### config.mk
export PLATFORM = sky130hd
export DESIGN_NAME = servo_io_ctrl
export DESIGN_NICKNAME = d
export VERILOG_FILES = /design/src/design/servo_io_pkg.sv /design/src/design/io_sync.sv /design/src/design/pulse_decoder.sv /design/src/design/servo_io_ctrl.sv
export VERILOG_INCLUDE_DIRS = /design/src /design/src/design
export SDC_FILE = /design/constraint.sdc
export NUM_CORES = 1
export LEC_CHECK = 0
export ABC_AREA = 1
export BUFFER_PORTS_ARGS = -buffer_cell sky130_fd_sc_hd__buf_2
export CAP_MARGIN = 20
export CORE_UTILIZATION = 57
export DETAILED_ROUTE_END_ITERATION = 10
export GPL_ROUTABILITY_DRIVEN = 0
export PLACE_DENSITY = 0.79
export SYNTH_ARGS = -nofsm -noshare
export SYNTH_HDL_FRONTEND = slang
export SYNTH_SLANG_ARGS = --single-unit
export TNS_END_PERCENT = 1
### constraint.sdc
create_clock -name pclk -period 7.6 [get_ports pclk]
set_input_delay 0.76 -clock pclk [delete_from_list [all_inputs] [get_ports pclk]]
set_output_delay 0.76 -clock pclk [all_outputs]
set_load 0.01 [all_outputs]
### src/design/servo_io_defines.svh
// register offsets, field positions and reset values of the servo control i/o block
// included by the package users; definitions only
`ifndef SERVO_IO_DEFINES_SVH
`define SERVO_IO_DEFINES_SVH

`define OFS_SETUP_ONE 8'h00
`define OFS_SETUP_TWO 8'h04
`define OFS_INPOS_WIN 8'h08
`define OFS_DEVIATION 8'h0C
`define OFS_STATUS 8'h10
`define OFS_IRQ_STATUS 8'h14
`define OFS_IRQ_MASK 8'h18

`define S1_RUN_BYPASS 0
`define S1_FWD_BYPASS 2
`define S1_REV_BYPASS 3
`define S2_MODE_LO 3
`define S2_MODE_HI 5
`define S2_CLR_EDGE 10

`define PM_STEP_DIR 3'h0
`define PM_REV_FWD 3'h1
`define PM_QUAD 3'h2

`define RST_SETUP_ONE 16'h0000
`define RST_SETUP_TWO 16'h0000
`define RST_INPOS_WIN 16'h000A

`define IRQ_ALARM 0
`define IRQ_INPOS 1
`define IRQ_CLEAR 2
`define IRQ_LIMIT 3
`define IRQ_W 4

`endif

### src/design/servo_io_pkg.sv
// types shared by the servo control i/o block and its decoder
// no surroundings assumed
package servo_io_pkg;
  typedef logic [2:0] pulse_mode_t;
  typedef logic [15:0] setup_word_t;
  typedef struct packed {
    logic step;
    logic fwd;
  } step_t;
endpackage

### src/design/io_sync.sv
// two-flop synchroniser for a group of unrelated level inputs
// assumes inputs are asynchronous to pclk
`timescale 1ns/1ps
module io_sync #(
  parameter int W = 1
) (
  input wire logic pclk,
  input wire logic presetn,
  input wire logic [W-1:0] d,
  output logic [W-1:0] q
);
  logic [W-1:0] meta_reg;
  logic [W-1:0] q_reg;

  always_ff @(posedge pclk or negedge presetn) begin
    if (!presetn) begin
      meta_reg <= '0;
      q_reg <= '0;
    end else begin
      meta_reg <= d;
      q_reg <= meta_reg;
    end
  end

  assign q = q_reg;
endmodule

### src/design/pulse_decoder.sv
// decodes a synchronised a/b pulse pair into one step event with a direction
// assumes a and b are already on pclk; rates far below pclk
`timescale 1ns/1ps
`include "servo_io_defines.svh"
module pulse_decoder import servo_io_pkg::*; (
  input wire logic pclk,
  input wire logic presetn,
  input wire pulse_mode_t mode,
  input wire logic a,
  input wire logic b,
  output step_t ev
);
  logic a_q;
  logic b_q;
  wire rise_a = a & ~a_q;
  wire rise_b = b & ~b_q;
  // one edge of either phase per sample; a leading b counts forward
  wire quad_step = (a ^ a_q) ^ (b ^ b_q);
  wire quad_fwd = ~(a_q ^ b);

  always_ff @(posedge pclk or negedge presetn) begin
    if (!presetn) begin
      a_q <= 1'b0;
      b_q <= 1'b0;
    end else begin
      a_q <= a;
      b_q <= b;
    end
  end

  always_comb begin
    ev = '0;
    case (mode)
      `PM_STEP_DIR: begin
        ev.step = rise_a;
        ev.fwd = b;
      end
      `PM_REV_FWD: begin
        // simultaneous edges cancel
        ev.step = rise_a ^ rise_b;
        ev.fwd = rise_b;
      end
      `PM_QUAD: begin
        ev.step = quad_step;
        ev.fwd = quad_fwd;
      end
      default: begin
        ev = '0;
      end
    endcase
  end
endmodule

### src/design/servo_io_ctrl.sv
// control i/o logic of a pulse-train servo drive: command decoding, deviation
// counter, sequence inputs and outputs, apb register file with interrupt
// assumes apb master on pclk; all pin inputs asynchronous; fault_cond from pclk logic
//
// What this block does
// decode step/dir, rev/fwd, or quadrature per setup
// accept command pulses up to 200 kpps
// clear input ignores pulses, zeroes deviation
// setup bit picks level or edge clear
// run input enables power unless bypassed
// gain reduce input lowers speed gain
// forward limit active low, bypassable
// reverse limit active low, bypassable
// alarm reset input clears latched alarm
// in-position when deviation within window
// index output off while index detected
// fault output on normally, off on alarm
// brake interlock output follows servo on
// controller holds clear at least 20 us
// limit stop raises no alarm
// command pulses use positive logic
// deviation adds commands, subtracts feedback
// all control inputs synchronised first
//
// Design decisions made here: the APB interface to the registers and the placing of the registers.
`timescale 1ns/1ps
`include "servo_io_defines.svh"
module servo_io_ctrl import servo_io_pkg::*; #(
  parameter int DEV_W = 16
) (
  input wire logic pclk,
  input wire logic presetn,
  input wire logic psel,
  input wire logic penable,
  input wire logic pwrite,
  input wire logic [7:0] paddr,
  input wire logic [31:0] pwdata,
  output logic [31:0] prdata,
  output logic pready,
  output logic pslverr,
  input wire logic feed_step,
  input wire logic forward_pulse_in,
  input wire logic error_counter_clear,
  input wire logic run_in,
  input wire logic gain_lower_in,
  input wire logic forward_limit_in,
  input wire logic reverse_limit_in,
  input wire logic alarm_reset_in,
  input wire logic enc_a_in,
  input wire logic enc_b_in,
  input wire logic enc_index_in,
  input wire logic fault_cond,
  output logic in_position_done,
  output logic brake_interlock_out,
  output logic fault_out,
  output logic index_out,
  output logic power_enable,
  output logic gain_low,
  output logic fwd_blocked,
  output logic rev_blocked,
  output logic irq
);
  if (DEV_W < 8 || DEV_W > 30) begin : g_bad_width
    $error("DEV_W must lie in 8..30");
  end
  if (`RST_INPOS_WIN >= (1 << (DEV_W - 1))) begin : g_bad_window
    $error("reset window exceeds the deviation range");
  end

  localparam logic signed [DEV_W+1:0] DEV_MAX = (DEV_W+2)'((1 <<< (DEV_W-1)) - 1);

  function automatic logic [DEV_W-1:0] mag(input logic signed [DEV_W-1:0] v);
    mag = v[DEV_W-1] ? DEV_W'(-v) : DEV_W'(v);
  endfunction

  // signed unit step of a decoded event; zero when not taken
  function automatic logic signed [DEV_W+1:0] step_delta(input step_t e, input logic take);
    if (!take) begin
      return '0;
    end
    return e.fwd ? (DEV_W+2)'(1) : (DEV_W+2)'(-1);
  endfunction

  // one register per aligned word of the map
  function automatic logic at_ofs(input logic [7:0] a, input logic [7:0] ofs);
    return a == ofs;
  endfunction

  // synchronised pins
  logic [10:0] pins;
  io_sync #(.W(11)) u_sync (
    .pclk(pclk),
    .presetn(presetn),
    // limits enter inverted so the reset value of 0 means no stop
    .d({enc_index_in, enc_b_in, enc_a_in, alarm_reset_in, ~reverse_limit_in,
        ~forward_limit_in, gain_lower_in, run_in, error_counter_clear,
        forward_pulse_in, feed_step}),
    .q(pins)
  );
  wire s_a = pins[0];
  wire s_b = pins[1];
  wire s_clr = pins[2];
  wire s_run = pins[3];
  wire s_gain = pins[4];
  wire s_fwd_stop = pins[5];
  wire s_rev_stop = pins[6];
  wire s_arst = pins[7];
  wire s_ea = pins[8];
  wire s_eb = pins[9];
  wire s_idx = pins[10];

  setup_word_t setup_one_reg;
  setup_word_t setup_two_reg;
  logic [DEV_W-1:0] win_reg;
  logic signed [DEV_W-1:0] dev_reg;
  logic alarm_reg;
  logic clr_q;
  logic arst_q;
  logic inpos_q;
  logic block_q;
  logic [`IRQ_W-1:0] irq_stat_reg;
  logic [`IRQ_W-1:0] irq_mask_reg;

  // command and feedback decoders
  step_t cmd_ev;
  step_t enc_ev;
  pulse_decoder u_cmd (
    .pclk(pclk),
    .presetn(presetn),
    .mode(setup_two_reg[`S2_MODE_HI:`S2_MODE_LO]),
    .a(s_a),
    .b(s_b),
    .ev(cmd_ev)
  );
  pulse_decoder u_enc (
    .pclk(pclk),
    .presetn(presetn),
    .mode(`PM_QUAD),
    .a(s_ea),
    .b(s_eb),
    .ev(enc_ev)
  );

  // apb decode
  wire apb_access = psel & penable;
  // writes land only in the ready cycle
  wire wr_en = apb_access & pwrite & pready;
  wire hit_s1 = at_ofs(paddr, `OFS_SETUP_ONE);
  wire hit_s2 = at_ofs(paddr, `OFS_SETUP_TWO);
  wire hit_win = at_ofs(paddr, `OFS_INPOS_WIN);
  wire hit_dev = at_ofs(paddr, `OFS_DEVIATION);
  wire hit_st = at_ofs(paddr, `OFS_STATUS);
  wire hit_is = at_ofs(paddr, `OFS_IRQ_STATUS);
  wire hit_im = at_ofs(paddr, `OFS_IRQ_MASK);
  wire mapped = hit_s1 | hit_s2 | hit_win | hit_dev | hit_st | hit_is | hit_im;

  // limits, active low, bypassable; stopping here never alarms
  wire fwd_blk = ~setup_one_reg[`S1_FWD_BYPASS] & s_fwd_stop;
  wire rev_blk = ~setup_one_reg[`S1_REV_BYPASS] & s_rev_stop;

  // clear: level or rising edge
  wire clr_edge_mode = setup_two_reg[`S2_CLR_EDGE];
  wire clr_rise = s_clr & ~clr_q;
  wire clr_act = clr_edge_mode ? clr_rise : s_clr;

  // accepted command step; one per cycle covers 200 kpps easily
  wire cmd_ok = cmd_ev.step & ~clr_act & ~(cmd_ev.fwd ? fwd_blk : rev_blk);
  wire signed [DEV_W+1:0] cmd_d = step_delta(cmd_ev, cmd_ok);
  wire signed [DEV_W+1:0] enc_d = step_delta(enc_ev, enc_ev.step);
  // deviation = commands minus feedback
  wire signed [DEV_W+1:0] dev_sum = (DEV_W+2)'(dev_reg) + cmd_d - enc_d;
  wire dev_hi = dev_sum > DEV_MAX;
  wire dev_lo = dev_sum < -DEV_MAX;
  wire dev_ovf = dev_hi | dev_lo;

  logic signed [DEV_W-1:0] dev_next;
  always_comb begin
    if (clr_act) begin
      dev_next = '0;
    end else if (dev_hi) begin
      dev_next = DEV_MAX[DEV_W-1:0];
    end else if (dev_lo) begin
      dev_next = DEV_W'(-DEV_MAX);
    end else begin
      dev_next = dev_sum[DEV_W-1:0];
    end
  end

  // alarm latch: a new cause wins over reset
  wire alarm_set = fault_cond | (dev_ovf & ~clr_act);
  wire arst_rise = s_arst & ~arst_q;
  wire alarm_next = alarm_set | (alarm_reg & ~arst_rise);

  // servo on
  wire servo_on = (setup_one_reg[`S1_RUN_BYPASS] | s_run) & ~alarm_next;
  // in-position
  wire inpos_next = mag(dev_next) <= win_reg;
  // any engaged limit, for the interrupt edge
  wire blk_now = fwd_blk | rev_blk;

  wire [`IRQ_W-1:0] irq_ev;
  assign irq_ev[`IRQ_ALARM] = alarm_set & ~alarm_reg;
  assign irq_ev[`IRQ_INPOS] = inpos_next & ~inpos_q;
  assign irq_ev[`IRQ_CLEAR] = clr_act;
  assign irq_ev[`IRQ_LIMIT] = blk_now & ~block_q;
  // an event wins over a write-one clear in the same cycle
  wire [`IRQ_W-1:0] w1c = (wr_en & hit_is) ? pwdata[`IRQ_W-1:0] : '0;
  wire [`IRQ_W-1:0] irq_stat_next = irq_ev | (irq_stat_reg & ~w1c);

  wire [31:0] status_word = {24'h000000, alarm_reg, inpos_q, rev_blk, fwd_blk,
                             s_gain, s_clr, servo_on, s_run};
  logic [31:0] rd_mux;
  always_comb begin
    rd_mux = 32'h00000000;
    if (hit_s1) begin
      rd_mux = {16'h0000, setup_one_reg};
    end else if (hit_s2) begin
      rd_mux = {16'h0000, setup_two_reg};
    end else if (hit_win) begin
      rd_mux = 32'(win_reg);
    end else if (hit_dev) begin
      rd_mux = 32'(signed'(dev_reg));
    end else if (hit_st) begin
      rd_mux = status_word;
    end else if (hit_is) begin
      rd_mux = 32'(irq_stat_reg);
    end else if (hit_im) begin
      rd_mux = 32'(irq_mask_reg);
    end
  end

  // apb slave: one wait state
  always_ff @(posedge pclk or negedge presetn) begin
    if (!presetn) begin
      pready <= 1'b0;
      pslverr <= 1'b0;
      prdata <= 32'h00000000;
    end else begin
      pready <= apb_access & ~pready;
      pslverr <= apb_access & ~pready & ~mapped;
      prdata <= (apb_access & ~pready & ~pwrite) ? rd_mux : 32'h00000000;
    end
  end

  always_ff @(posedge pclk or negedge presetn) begin
    if (!presetn) begin
      setup_one_reg <= `RST_SETUP_ONE;
      setup_two_reg <= `RST_SETUP_TWO;
      win_reg <= DEV_W'(`RST_INPOS_WIN);
      irq_mask_reg <= '0;
    end else if (wr_en) begin
      if (hit_s1) setup_one_reg <= pwdata[15:0];
      if (hit_s2) setup_two_reg <= pwdata[15:0];
      if (hit_win) win_reg <= pwdata[DEV_W-1:0];
      if (hit_im) irq_mask_reg <= pwdata[`IRQ_W-1:0];
    end
  end

  always_ff @(posedge pclk or negedge presetn) begin
    if (!presetn) begin
      dev_reg <= '0;
      alarm_reg <= 1'b0;
      clr_q <= 1'b0;
      arst_q <= 1'b0;
      inpos_q <= 1'b0;
      block_q <= 1'b0;
      irq_stat_reg <= '0;
    end else begin
      dev_reg <= dev_next;
      alarm_reg <= alarm_next;
      clr_q <= s_clr;
      arst_q <= s_arst;
      inpos_q <= inpos_next;
      block_q <= blk_now;
      irq_stat_reg <= irq_stat_next;
    end
  end

  // registered pin outputs
  always_ff @(posedge pclk or negedge presetn) begin
    if (!presetn) begin
      in_position_done <= 1'b0;
      brake_interlock_out <= 1'b0;
      fault_out <= 1'b0;
      index_out <= 1'b1;
      power_enable <= 1'b0;
      gain_low <= 1'b0;
      fwd_blocked <= 1'b0;
      rev_blocked <= 1'b0;
      irq <= 1'b0;
    end else begin
      in_position_done <= inpos_next;
      brake_interlock_out <= servo_on;
      fault_out <= ~alarm_next;
      index_out <= ~s_idx;
      power_enable <= servo_on;
      gain_low <= s_gain;
      fwd_blocked <= fwd_blk;
      rev_blocked <= rev_blk;
      // level request from sticky status and mask
      irq <= |(irq_stat_next & irq_mask_reg);
    end
  end
endmodule

==> results.toml <==
[place]
io_buffer_count = 83
dpl-instance-area_um2 = 8110
dp_worst_setup_slack_ps = 965
hpwl_um = 12700
dp_cells = 1188

[timing]
worst_pin_slew_ps = 981
fin_tns_setup_ps = 0
hold_viol = 0
fin_worst_skew_ps = 8.22
finalCriticalPeriod_ps = 6750
slew_viol_final = 0
fmax_mhz = 148
setup_viol = 0
fin_ws_ps = 846
fin_crit_sh_pct = 88.9
rsz0062_at_grt = "no"
max_slew_margin_pct = 34.5

[worst_setup_path]
slowest_delay_ps = 500
worstSetupPathType = "flop to flop"
critical_path.max_fanout = 15
endpoint_kind = "flop"
cp_slowest_cell = "fa_1"
cp-start-kind = "flop"
path_common_cell = "nand2_1"
required_ps = 7900
worstPathArrival_ps = 7050

[yosys]
ys_warn_count = 0
avgSynthCellArea_um2 = 7.94
synth_cell_types = 46
synth.area.top_cells = "dfrtp_1, nand2_1, inv_1"
yosysSeqAreaShare_pct = 42.3
yosys.area.top_type = "dfrtp_1"
mappedNetlistNets = 1072
async_flop_share_pct = 100
netlist_area_um2 = 7640
synth_edf_count = 0
syn_inst = 962
synth_top_area_share_pct = 41.3
synth_ff_type = "dfrtp_1"
synth_seq_cells = 129

[clock_tree]
htree_levels = 4
cts_hold_buf = 0
path_clk_slew_ps = 50
clk_path_buf_depth = 2
cts_tree = "done"
clock_latency_ps = 430
cts_setup_buffers = 0
clk_root_buffer_cell = "clkbuf_16"
numCtsBuffers = 17
cts.sinks = 129
cts_resized = 0

[drt]
wirelength_um = 17400
drcViolationCount = 0
drt_iter0_drc = 489
viasPerCell = 5.26
post_drt_wl_per_cell_um = 14.2
drtPass1Iterations = 5
num_vias = 6423
final_antenna_net_count = 0

[finish]
fin_util_pct = 68.0
antenna_cells = 0
stdcell_count = 1220
drive_gt1_share_pct = 15.6
area_growth_pct = 14.1
nets = 1145
largest_reg_flops = 17
fillCellCount = 1057
final_area_um2 = 8710
regMostFlops = "prdata"

[power]
cell_internal_pwr_w = 0.00228
pwr-share-seq_pct = 17.8
p_per_area_nw_per_um2 = 514
vdd_drop_max_v = 0.000263
combPwrFrac_pct = 63.8
p_leak_nw = 4.67
clock_power_share_pct = 18.4
p_sw_share_pct = 49.0
power.switching_w = 0.00219

[job]
maxCapViolations = 0

[global_routing]
grt_pass1_wl_um = 29400
grt_start_max_net_pins = 68
first_global_vias = 6205
track_usage_pct = 26.9
grt_remaining_overflow = 0
antenna_found_initial = 0

[floorplanning]
initial_core_util_pct = 59.5
rows = 41
core_um2 = 12800
pin_count = 100
fp.dieH_um = 118
dieArea_um2 = 13900
dieWidth_um = 118

[status]
run_status = "finished, final reports clean"

[hold_path]
hp-class = "flop to flop"
## per-stage QoR
step | total power [W] | hold slack, ps
finish | 0.00448 | 345
global route | 0.00494 | 353
CTS | 0.00446 | 347
detailed placement | 0.00361 | 335
global placement | 0.00353 | 332
floorplan | 0.00308 | 331
## synthesized netlist by cell type (4+ instances only)
cell and n:
xnor2_1 4, nand3_2 9, nand2_1 236, o21ai_0 79, nor2_2 4, nand3_1 50, xor2_1 8, ha_1 37
nor3_1 7, nand4_1 12, inv_2 5, buf_4 17, nand2_2 11, dfrtp_1 126, a31oi_1 9, inv_1 176
o211ai_1 4, fa_1 16, nor2_1 48, a21oi_1 45, clkbuf_1 17, nand3b_1 5
## logic make-up after synthesis
kind of cell | after synthesis | synth area share, %
XOR/XNOR | 13 | 1.59
flip-flops | 129 | 42.3
AO/OA/AOI/OAI | 157 | 11.4
other | 1 | 0.0491
adder cells (fa/ha/maj) | 53 | 10.3
buffers and inverters | 219 | 11.7
AND/OR/NAND/NOR | 390 | 22.7
## worst max-delay path: cells and delay by family (launching register included)
kind | cells | cell delay [ps]
AOI/OAI and AO/OA | 6 | 1080
xor gates and xnor gates | 2 | 390
adders and majority gates | 5 | 1600
buffers and inverters | 6 | 600
DFF | 1 | 400
and+or+nand+nor | 24 | 2510
## path summary, 6_finish.rpt
kind,start,to,slack [ps],cells past startpoint
max,u_sync.q[1]$_DFF_PN0_,irq$_DFF_PN0_,850,43
min,u_sync.meta_reg[4]$_DFF_PN0_,u_sync.q[4]$_DFF_PN0_,350,0
max reg2reg,u_sync.q[1]$_DFF_PN0_,irq$_DFF_PN0_,850,43
min reg2reg,u_sync.meta_reg[4]$_DFF_PN0_,u_sync.q[4]$_DFF_PN0_,350,0
max in group asynchronous,presetn,dev_reg[14]$_DFF_PN0_,5890,2
min in group asynchronous,presetn,setup_one_reg[3]$_DFFE_PN0P_,430,1
## power groups by stage
stage	sequential, W	clock (W)	combinational [W]
3_5_place_dp	0.000808	0	0.00280
6_report	0.000797	0.000825	0.00285
2_1_floorplan	0.000797	0	0.00228
4_1_cts	0.000797	0.000836	0.00283
5_1_grt	0.000804	0.000867	0.00327
3_3_place_gp	0.000806	0	0.00273
## final cells by class
| cell class | count | area [um^2] | share of cell area [%] |
|---|---|---|---|
| Multi-Input combinational cell | 614 | 3510 | 40.3 |
| Timing Repair Buffer | 90 | 470 | 5.40 |
| Inverter | 183 | 687 | 7.88 |
| Sequential cell | 129 | 3230 | 37.1 |
| Clock buffer | 20 | 447 | 5.13 |
| Tap cell | 172 | 215 | 2.47 |
| Clock inverter | 12 | 154 | 1.77 |
## cell usage in the layout, fill, tap and decap left out, types with 9 or more instances in the layout
cell,synthesis,layout
inv_1,176,176
nand2_1,236,236
o21ai_0,79,79
nand4_1,12,12
a31oi_1,9,9
dfrtp_1,126,126
buf_2,1,82
clkbuf_16,0,17
nand2_2,11,11
nor2_1,48,48
nand3_1,50,50
nand3_2,9,9
fa_1,16,16
ha_1,37,37
a21oi_1,45,45
## per-layer routing
metal	part of all wire [%]	track usage [%]	up-vias
li1	-	-	3175
met1	44	35.5	3008
met2	48	43.5	206
met3	6.0	5.18	34
met4	2.2	11.3	0
met5	0	0	-
Power figures use the tool's default switching activity.
